### config.mk
export PLATFORM = sky130hd
export DESIGN_NAME = itt_core
export DESIGN_NICKNAME = d
export VERILOG_FILES = /design/src/itt_pkg.sv /design/src/itt_core.sv
export SDC_FILE = /design/constraint.sdc
export NUM_CORES = 1
export LEC_CHECK = 0
export ABC_AREA = 1
export BUFFER_PORTS_ARGS = -buffer_cell sky130_fd_sc_hd__buf_2
export CORE_MARGIN = 8
export CORE_UTILIZATION = 40
export DETAILED_ROUTE_END_ITERATION = 10
export PLACE_DENSITY = 0.66
export SYNTH_ARGS = -nofsm -noshare
export SYNTH_HDL_FRONTEND = slang
export SYNTH_SLANG_ARGS = --single-unit
### constraint.sdc
create_clock -name sys_clk -period 1.2 [get_ports sys_clk]
set_input_delay 0.12 -clock sys_clk [delete_from_list [all_inputs] [get_ports sys_clk]]
set_output_delay 0.12 -clock sys_clk [all_outputs]
set_load 0.02 [all_outputs]
### src/itt_pkg.sv
// Purpose: shared types and constants for instruction cycle timing
// Assumes: one system clock, instruction class presented by fetch stage
// Notes: also holds the external-data write steering module
package itt_pkg;

  // instruction length in bytes
  localparam logic [1:0] LEN_1 = 2'h1;
  localparam logic [1:0] LEN_2 = 2'h2;
  localparam logic [1:0] LEN_3 = 2'h3;

  // execution time in system clock cycles
  localparam logic [3:0] CYC_1 = 4'h1;
  localparam logic [3:0] CYC_2 = 4'h2;
  localparam logic [3:0] CYC_3 = 4'h3;
  localparam logic [3:0] CYC_4 = 4'h4;

  // cycles saved by a conditional branch that falls through
  localparam logic [3:0] BR_FALL_SAVE = 4'h1;

  // idle value of the cycle counter
  localparam logic [3:0] CNT_IDLE = 4'h0;

  // widths of the on-chip data path
  localparam int XADDR_W = 16;
  localparam int XDATA_W = 8;

  // instruction families
  typedef enum logic [3:0] {
    C_ARITH,
    C_INCDEC,
    C_LOGIC,
    C_ACC_UNARY,
    C_MOVE,
    C_DATA_POINTER_LOAD,
    C_CODE_MOVE,
    C_XMOVE_RD,
    C_XMOVE_WR,
    C_PUSH,
    C_POP,
    C_XCH,
    C_LOW_NIBBLE_EXCHANGE,
    C_BRANCH,
    C_OTHER
  } itt_class_t;

  // operand forms; pairs are source then destination
  typedef enum logic [3:0] {
    M_ACC,
    M_REG,
    M_DIR,
    M_IND,
    M_IMM,
    M_DATA_POINTER,
    M_DIR_DIR,
    M_IMM_DIR,
    M_ACC_DIR,
    M_ACC_IND,
    M_DIR_IND,
    M_IMM_IND,
    M_IND_DIR,
    M_PC
  } itt_mode_t;

  // one decoded instruction from the fetch stage
  typedef struct packed {
    itt_class_t cls;
    itt_mode_t mode;
  } itt_instr_t;

  // length and time of one instruction
  typedef struct packed {
    logic legal;
    logic [1:0] bytes;
    logic [3:0] cycles;
  } itt_timing_t;

  // one external-data access
  typedef struct packed {
    logic [XADDR_W-1:0] addr;
    logic [XDATA_W-1:0] data;
  } itt_xreq_t;

endpackage

`timescale 1ns/1ps

// steers external-data accesses to on-chip ram or program flash
module itt_route
(
  // clock and reset
  input wire logic sys_clk,
  input wire logic rst_n,
  // request side
  input wire logic wr_req,
  input wire logic rd_req,
  input wire itt_pkg::itt_xreq_t req,
  input wire logic prog_store_wr_en,
  // on-chip storage side
  output logic external_ram_wr,
  output logic external_ram_rd,
  output logic flash_wr,
  output itt_pkg::itt_xreq_t mem_req
);

  // write goes to flash only while the store enable is set
  always_ff @(posedge sys_clk or negedge rst_n)
  begin
    if (!rst_n)
    begin
      external_ram_wr <= 1'b0;
      flash_wr <= 1'b0;
      external_ram_rd <= 1'b0;
    end
    else
    begin
      flash_wr <= wr_req && prog_store_wr_en;
      external_ram_wr <= wr_req && !prog_store_wr_en;
      external_ram_rd <= rd_req && !wr_req;
    end
  end

  // address and data held with the strobe
  always_ff @(posedge sys_clk or negedge rst_n)
  begin
    if (!rst_n)
      mem_req <= '0;
    else if (wr_req || rd_req)
      mem_req <= req;
  end

endmodule

### src/itt_core.sv
// Purpose: instruction length and cycle-count sequencer for an 8-bit core
// Assumes: fetch stage presents a decoded class and operand form
// Notes: counts whole system clocks; no off-chip memory path exists
`timescale 1ns/1ps

// Summary of operation
// - external-data writes reach on-chip ram or rewritable program flash
// - no off-chip data or program memory; accesses stay on chip
// - one-cycle register arithmetic; inc/dec of acc, register, pointer
// - indirect arithmetic and indirect inc/dec: one byte, two cycles
// - direct or immediate arithmetic, direct inc/dec: two bytes, two
// - logic ops: register 1, others 2, immediate to direct 3
// - clear, complement, rotate, swap accumulator: one byte, one cycle
// - acc/register moves 1; direct or immediate 2; direct or immediate to direct 3
// - indirect moves take two cycles
// - loading the data pointer: three bytes, three cycles
// - code-byte read relative pointer or counter: one byte, three cycles
// - external-data reads and writes: one byte, three cycles
// - push and pop of a direct byte: two bytes, two cycles
// - exchange with register 1 cycle; direct, indirect, low nibble 2
// - all timing counted in system clocks, no machine cycles
// - untaken conditional branch finishes one cycle sooner than taken
// - writes go to flash only while store enable bit is set
module itt_core
(
  // clock and reset
  input wire logic sys_clk,
  input wire logic resetn,
  // instruction issue
  input wire logic instr_valid,
  input wire itt_pkg::itt_instr_t instr,
  input wire logic branch_taken,
  // instruction status
  output logic instr_ready,
  output logic instr_busy,
  output logic instr_done,
  output logic [1:0] instr_len,
  output logic [3:0] instr_cycles,
  output logic instr_illegal,
  // external-data requests
  input wire logic xd_wr_req,
  input wire logic xd_rd_req,
  input wire itt_pkg::itt_xreq_t xd_req,
  input wire logic prog_store_wr_en,
  // on-chip storage
  output logic external_ram_wr,
  output logic external_ram_rd,
  output logic flash_wr,
  output itt_pkg::itt_xreq_t mem_req
);

  // reset release
  logic rst_meta_r;
  logic rst_sync_r;
  // cycle count
  logic [3:0] cnt_r;
  logic [3:0] cnt_nxt;
  logic accept;
  // decoded timing
  itt_pkg::itt_timing_t tim;
  logic [3:0] run_cycles;

  // build a timing record
  function automatic itt_pkg::itt_timing_t mk(
    input logic [1:0] b,
    input logic [3:0] c
  );
    itt_pkg::itt_timing_t t;
    t.legal = 1'b1;
    t.bytes = b;
    t.cycles = c;
    return t;
  endfunction

  // length and cycles for each class and operand form
  function automatic itt_pkg::itt_timing_t timing_of(
    input itt_pkg::itt_instr_t i
  );
    itt_pkg::itt_timing_t t;
    t = '0;
    case (i.cls)
      // accumulator arithmetic, with or without carry or borrow
      itt_pkg::C_ARITH:
        case (i.mode)
          itt_pkg::M_REG:
            t = mk(itt_pkg::LEN_1, itt_pkg::CYC_1);
          itt_pkg::M_IND:
            t = mk(itt_pkg::LEN_1, itt_pkg::CYC_2);
          itt_pkg::M_DIR,
          itt_pkg::M_IMM:
            t = mk(itt_pkg::LEN_2, itt_pkg::CYC_2);
          default:
            t = '0;
        endcase
      // increment and decrement
      itt_pkg::C_INCDEC:
        case (i.mode)
          itt_pkg::M_ACC,
          itt_pkg::M_REG,
          itt_pkg::M_DATA_POINTER:
            t = mk(itt_pkg::LEN_1, itt_pkg::CYC_1);
          itt_pkg::M_IND:
            t = mk(itt_pkg::LEN_1, itt_pkg::CYC_2);
          itt_pkg::M_DIR:
            t = mk(itt_pkg::LEN_2, itt_pkg::CYC_2);
          default:
            t = '0;
        endcase
      // and, or, exclusive or
      itt_pkg::C_LOGIC:
        case (i.mode)
          itt_pkg::M_REG:
            t = mk(itt_pkg::LEN_1, itt_pkg::CYC_1);
          itt_pkg::M_IND:
            t = mk(itt_pkg::LEN_1, itt_pkg::CYC_2);
          itt_pkg::M_DIR,
          itt_pkg::M_IMM,
          itt_pkg::M_ACC_DIR:
            t = mk(itt_pkg::LEN_2, itt_pkg::CYC_2);
          itt_pkg::M_IMM_DIR:
            t = mk(itt_pkg::LEN_3, itt_pkg::CYC_3);
          default:
            t = '0;
        endcase
      // single-operand accumulator work
      itt_pkg::C_ACC_UNARY:
        if (i.mode == itt_pkg::M_ACC)
          t = mk(itt_pkg::LEN_1, itt_pkg::CYC_1);
      // internal moves
      itt_pkg::C_MOVE:
        case (i.mode)
          itt_pkg::M_REG:
            t = mk(itt_pkg::LEN_1, itt_pkg::CYC_1);
          itt_pkg::M_DIR,
          itt_pkg::M_IMM,
          itt_pkg::M_ACC_DIR:
            t = mk(itt_pkg::LEN_2, itt_pkg::CYC_2);
          itt_pkg::M_DIR_DIR,
          itt_pkg::M_IMM_DIR:
            t = mk(itt_pkg::LEN_3, itt_pkg::CYC_3);
          itt_pkg::M_IND,
          itt_pkg::M_ACC_IND:
            t = mk(itt_pkg::LEN_1, itt_pkg::CYC_2);
          itt_pkg::M_DIR_IND,
          itt_pkg::M_IMM_IND,
          itt_pkg::M_IND_DIR:
            t = mk(itt_pkg::LEN_2, itt_pkg::CYC_2);
          default:
            t = '0;
        endcase
      // sixteen-bit pointer load
      itt_pkg::C_DATA_POINTER_LOAD:
        if (i.mode == itt_pkg::M_IMM)
          t = mk(itt_pkg::LEN_3, itt_pkg::CYC_3);
      // code-byte read into the accumulator
      itt_pkg::C_CODE_MOVE:
        if (i.mode == itt_pkg::M_DATA_POINTER || i.mode == itt_pkg::M_PC)
          t = mk(itt_pkg::LEN_1, itt_pkg::CYC_3);
      // external-data moves, short or long address
      itt_pkg::C_XMOVE_RD,
      itt_pkg::C_XMOVE_WR:
        if (i.mode == itt_pkg::M_IND || i.mode == itt_pkg::M_DATA_POINTER)
          t = mk(itt_pkg::LEN_1, itt_pkg::CYC_3);
      // stack traffic
      itt_pkg::C_PUSH,
      itt_pkg::C_POP:
        if (i.mode == itt_pkg::M_DIR)
          t = mk(itt_pkg::LEN_2, itt_pkg::CYC_2);
      // whole-byte exchange
      itt_pkg::C_XCH:
        case (i.mode)
          itt_pkg::M_REG:
            t = mk(itt_pkg::LEN_1, itt_pkg::CYC_1);
          itt_pkg::M_DIR:
            t = mk(itt_pkg::LEN_2, itt_pkg::CYC_2);
          itt_pkg::M_IND:
            t = mk(itt_pkg::LEN_1, itt_pkg::CYC_2);
          default:
            t = '0;
        endcase
      // low nibble exchange
      itt_pkg::C_LOW_NIBBLE_EXCHANGE:
        if (i.mode == itt_pkg::M_IND)
          t = mk(itt_pkg::LEN_1, itt_pkg::CYC_2);
      // conditional branches, listed at their taken time
      itt_pkg::C_BRANCH:
        case (i.mode)
          // short relative form
          itt_pkg::M_REG:
            t = mk(itt_pkg::LEN_2, itt_pkg::CYC_3);
          // bit or compare form
          itt_pkg::M_DIR:
            t = mk(itt_pkg::LEN_3, itt_pkg::CYC_4);
          default:
            t = '0;
        endcase
      // anything else has no entry and is flagged illegal
      default:
        t = '0;
    endcase
    return t;
  endfunction

  // reset released through two flip-flops
  // so the release never lands mid-cycle inside the counter logic
  always_ff @(posedge sys_clk or negedge resetn)
  begin
    if (!resetn)
    begin
      rst_meta_r <= 1'b0;
      rst_sync_r <= 1'b0;
    end
    else
    begin
      rst_meta_r <= 1'b1;
      rst_sync_r <= rst_meta_r;
    end
  end

  // decode of the offered instruction; the untaken saving applies to
  // legal branches only, so an unknown form never wraps the count
  always_comb
  begin
    tim = timing_of(instr);
    run_cycles = tim.cycles;
    if (tim.legal && instr.cls == itt_pkg::C_BRANCH && !branch_taken)
      run_cycles = tim.cycles - itt_pkg::BR_FALL_SAVE;
  end

  // issue taken while the counter is idle; ready loads with the counter,
  // so an offer made while ready is seen high is always taken
  assign accept = instr_valid && (cnt_r == itt_pkg::CNT_IDLE);

  // next counter value, one step per system clock
  always_comb
  begin
    cnt_nxt = cnt_r;
    if (accept && tim.legal)
      cnt_nxt = run_cycles;
    else if (cnt_r != itt_pkg::CNT_IDLE)
      cnt_nxt = cnt_r - itt_pkg::CYC_1;
  end

  // cycle counter
  always_ff @(posedge sys_clk or negedge rst_sync_r)
  begin
    if (!rst_sync_r)
      cnt_r <= itt_pkg::CNT_IDLE;
    else
      cnt_r <= cnt_nxt;
  end

  // busy, done and ready flags from the next count, so they line up
  // with the counter; done marks the last cycle of an instruction
  always_ff @(posedge sys_clk or negedge rst_sync_r)
  begin
    if (!rst_sync_r)
    begin
      instr_busy <= 1'b0;
      instr_done <= 1'b0;
      instr_ready <= 1'b0;
    end
    else
    begin
      instr_busy <= cnt_nxt != itt_pkg::CNT_IDLE;
      instr_done <= cnt_nxt == itt_pkg::CYC_1;
      instr_ready <= cnt_nxt == itt_pkg::CNT_IDLE;
    end
  end

  // length, time and legality of the last accepted instruction
  // held until the next accept so the fetch stage may read it late
  always_ff @(posedge sys_clk or negedge rst_sync_r)
  begin
    if (!rst_sync_r)
    begin
      instr_len <= 2'h0;
      instr_cycles <= 4'h0;
      instr_illegal <= 1'b0;
    end
    else if (accept)
    begin
      instr_len <= tim.bytes;
      instr_cycles <= run_cycles;
      instr_illegal <= !tim.legal;
    end
  end

  // external-data steering to on-chip storage only; there is no
  // port toward off-chip memory at all
  itt_route u_route
  (
    .sys_clk(sys_clk),
    .rst_n(rst_sync_r),
    .wr_req(xd_wr_req),
    .rd_req(xd_rd_req),
    .req(xd_req),
    .prog_store_wr_en(prog_store_wr_en),
    .external_ram_wr(external_ram_wr),
    .external_ram_rd(external_ram_rd),
    .flash_wr(flash_wr),
    .mem_req(mem_req)
  );

endmodule

==> impl_metrics.ini <==
[layout]
mostFrequentLayoutCells = buf_2, buf_4, nand2_1
final_common_cell = buf_2
stdcell_area_um2 = 3960
n_antenna_cell = 0
multi_input_area_um2 = 1500
final_nets = 484
syn_to_final_growth_pct = 61.7
fill_cells = 480
drive_above_1_share = 0.635
seq_area_um2 = 1080

[worst_hold_path]
worst_hold_path.num_cells = 2
hold_end = u_route.external_ram_rd$_DFF_PN0_
min_from = xd_wr_req
hold_class = input pin to register

[run_status]
violations = setup timing
outcome = finished, violations left

[critical_path]
cp_max_fo = 3
start_kind = input pin
path_buf_inv = 4
worstPathArrival_ps = 1720
end_kind = register
cp_top_family = simple AND/OR/NAND/NOR gates
reg2reg_depth = 10
r2r_setup_slack_ps = -320
cp_common_cell = nand2_1
cp.required_ps = 1380
reg2reg_from = cnt_r[1]$_DFF_PN0_
rr_endpoint = instr_ready$_DFF_PN0_
critical_path.slowest_cell = ha_4
slowest_delay_ps = 160
worstSetupPathType = input pin to register
crit_chain = buf_6 > buf_4 > nor2_4 > nand2_2 > nor2_4 > nor2_1 > nand2_1 > nor2_2 > nand3_2 > inv_2 > ha_4 > xnor2_2 > nand2_1 > o21ai_1 > nand2_1 > nand3_2 > inv_1 > nand2_1

[clock_tree]
htree_levels = 2
cts_buffers = 5
clock_path_buffers = 2
clkTransAtPathRegs_ps = 80
clockRootBuffer = clkbuf_8
cts_tree = done
clkLatencyLatePin_ps = 290
cts_sinks = 43

[floorplan]
die_h_um = 94.2
core_area_um2 = 5920
num_rows = 28
fp.dieW_um = 94.2
dieArea_um2 = 8870
start_util = 0.413
io-pin-count = 76

[sta]
whs_ps = 26.0
fin_skew_ps = 3.25
hold_viol_final = 0
maxSlewViolCount = 0
post-route-period-util = 1.28
setup_viol = 13
max_freq_ghz = 0.652
rsz0062_at_grt = true
final.setup.worst_slack_ps = -335
finalCriticalPeriod_ps = 1530

[global_route]
grt_usage = 0.158
overflow = 0
grt_max_degree = 42
grt_pass1_wl_um = 11500
first_global_vias = 2501
antenna_found_initial = 0

[power_and_ir_drop]
ir_worst_vdd_uv = 952
p_per_area_nw_per_um2 = 1280
leakage_nw = 2.08

[logic_synthesis]
synth-seq-area-share = 0.440
yosysUniqueCellTypes = 30
synth_seq_cells = 43
netlist_instances = 294
synth_largest_area_cell = dfrtp_1
netlist_area_um2 = 2450
postSynthAreaPerCell_um2 = 8.32
synth_top_area_frac = 0.440
synth_nets = 335
synth_area_leaders = dfrtp_1, nand2_1, mux2_2, nor2_1, inv_1
synth_warnings = 0

[drt]
ant_nets = 0
avgRoutedWirePerCell_um = 13.9
wl_um = 7220
drcViolationCount = 0
vias = 2479
viasPerCell = 4.78
drtIter0Drc = 78
drtPass1Iterations = 5

[place]
dpl-instance-area_um2 = 3420
place.gp.congestion = 0.909
numPortBuffers = 75
dp_slack_ps = -766
hpwl_um = 5520

[job]
cap_violations = 0
==> worst reg2reg max path, cell delays in order (launching register included) <==
cell,delay [ps]
dfrtp_1,410
inv_2,80
ha_4,140
nand2_4,50
nor2_4,190
nand2_4,90
inv_6,90
nand2_4,70
nand2_2,90
nand2_4,70
nor3_2,170
==> registers in the layout (all words and copies together) (netlist names) <==
register and cells:
u_route.external_ram_wr 1, rst_sync_r 1, instr_len 2, u_route.mem_req 24, u_route.flash_wr 1, rst_meta_r 1
cnt_r 4, instr_ready 1, instr_busy 1, instr_cycles 4, u_route.external_ram_rd 1, instr_illegal 1
instr_done 1
==> cells by family after synthesis <==
group                      Yosys count  share of synthesized area
other                                1                    0.00153
xor gates and xnor gates             2                    0.00716
DFF                                 43                      0.440
AOI/OAI and AO/OA                   20                     0.0522
buffers and inverters               38                     0.0706
muxes                               24                      0.110
and+or+nand+nor                    164                      0.308
adders and majority gates            2                     0.0102
==> worst max-delay path by stage <==
| stage | start | end | slack, ps | cells after the start |
|---|---|---|---|---|
| global placement | instr[1] | instr_busy$_DFF_PN0_ | -740 | 17 |
| detailed placement | instr[2] | instr_busy$_DFF_PN0_ | -770 | 17 |
| global route | instr[6] | instr_ready$_DFF_PN0_ | -490 | 16 |
| CTS | instr[0] | instr_ready$_DFF_PN0_ | -320 | 17 |
| floorplan | instr[2] | instr_busy$_DFF_PN0_ | -460 | 17 |
| finish | instr[6] | instr_busy$_DFF_PN0_ | -330 | 18 |
==> area by class of cell <==
type | count | share of cell area
Inverter | 33 | 0.0395
Timing Repair Buffer | 147 | 0.264
Tap cell | 75 | 0.0237
Multi-Input combinational cell | 213 | 0.379
Clock buffer | 6 | 0.0183
Clock inverter | 2 | 0.00316
Sequential cell | 43 | 0.272
==> repair_timing <==
| action | 4_1_cts | 5_1_grt |
|---|---|---|
| endpoints found under the hold margin | 3 | 0 |
| hold buffers | 2 | 0 |
| endpoints found under the setup margin | 14 | 14 |
| pin swaps | 23 | 24 |
| gates resized for setup | 51 | 57 |
| setup buffers | 12 | 4 |
==> routing by layer <==
| layer | vias up | part of all wire | global-route usage | routed length, um |
|---|---|---|---|---|
| li1 | 1231 | - | - | - |
| met1 | 1144 | 0.38 | 0.182 | 2740 |
| met2 | 83 | 0.53 | 0.279 | 3790 |
| met3 | 21 | 0.070 | 0.0344 | 503 |
| met4 | 0 | 0.025 | 0.0568 | 184 |
| met5 | - | 0 | 0 | 0 |
==> where the power goes <==
group	internal, W	switching, W	leakage (nW)
logic	0.00102	0.00131	1.52
clock network	0.000407	0.000474	0.0412
registers	0.00170	0.000140	0.519
total	0.00313	0.00192	2.08
==> synth_stat cells <==
cell type  number
nand2_1        81
dfrtp_1        43
nor2_1         40
inv_1          25
mux2_2         24
nand3_1        13
nand2_2         8
o21ai_0         8
a21oi_1         5
inv_2           5
nor2_2          5
nor2_4          5
nand2_4         4
buf_6           3
inv_4           3
nand4_1         3
a221oi_1        2
clkbuf_1        2
ha_1            2
nor3_1          2
o21ai_1         2
a21oi_4         1
conb_1          1
nand3_2         1
nor4_1          1
o2111a_1        1
o21a_1          1
or2_0           1
xnor2_1         1
xor2_1          1
==> per-stage QoR <==
stage | power (W) | instances | setup TNS, ps | utilization
after floorplan | 0.00305 | 294 | -2730 | -
after global placement | 0.00370 | 495 | -6640 | 0.577
after detailed placement | 0.00376 | 495 | -6980 | 0.577
after CTS | 0.00484 | 516 | -3030 | 0.633
after global routing | 0.00539 | 519 | -4190 | 0.668
final | 0.00505 | 519 | -2840 | 0.668
Power figures use the tool's default switching activity.
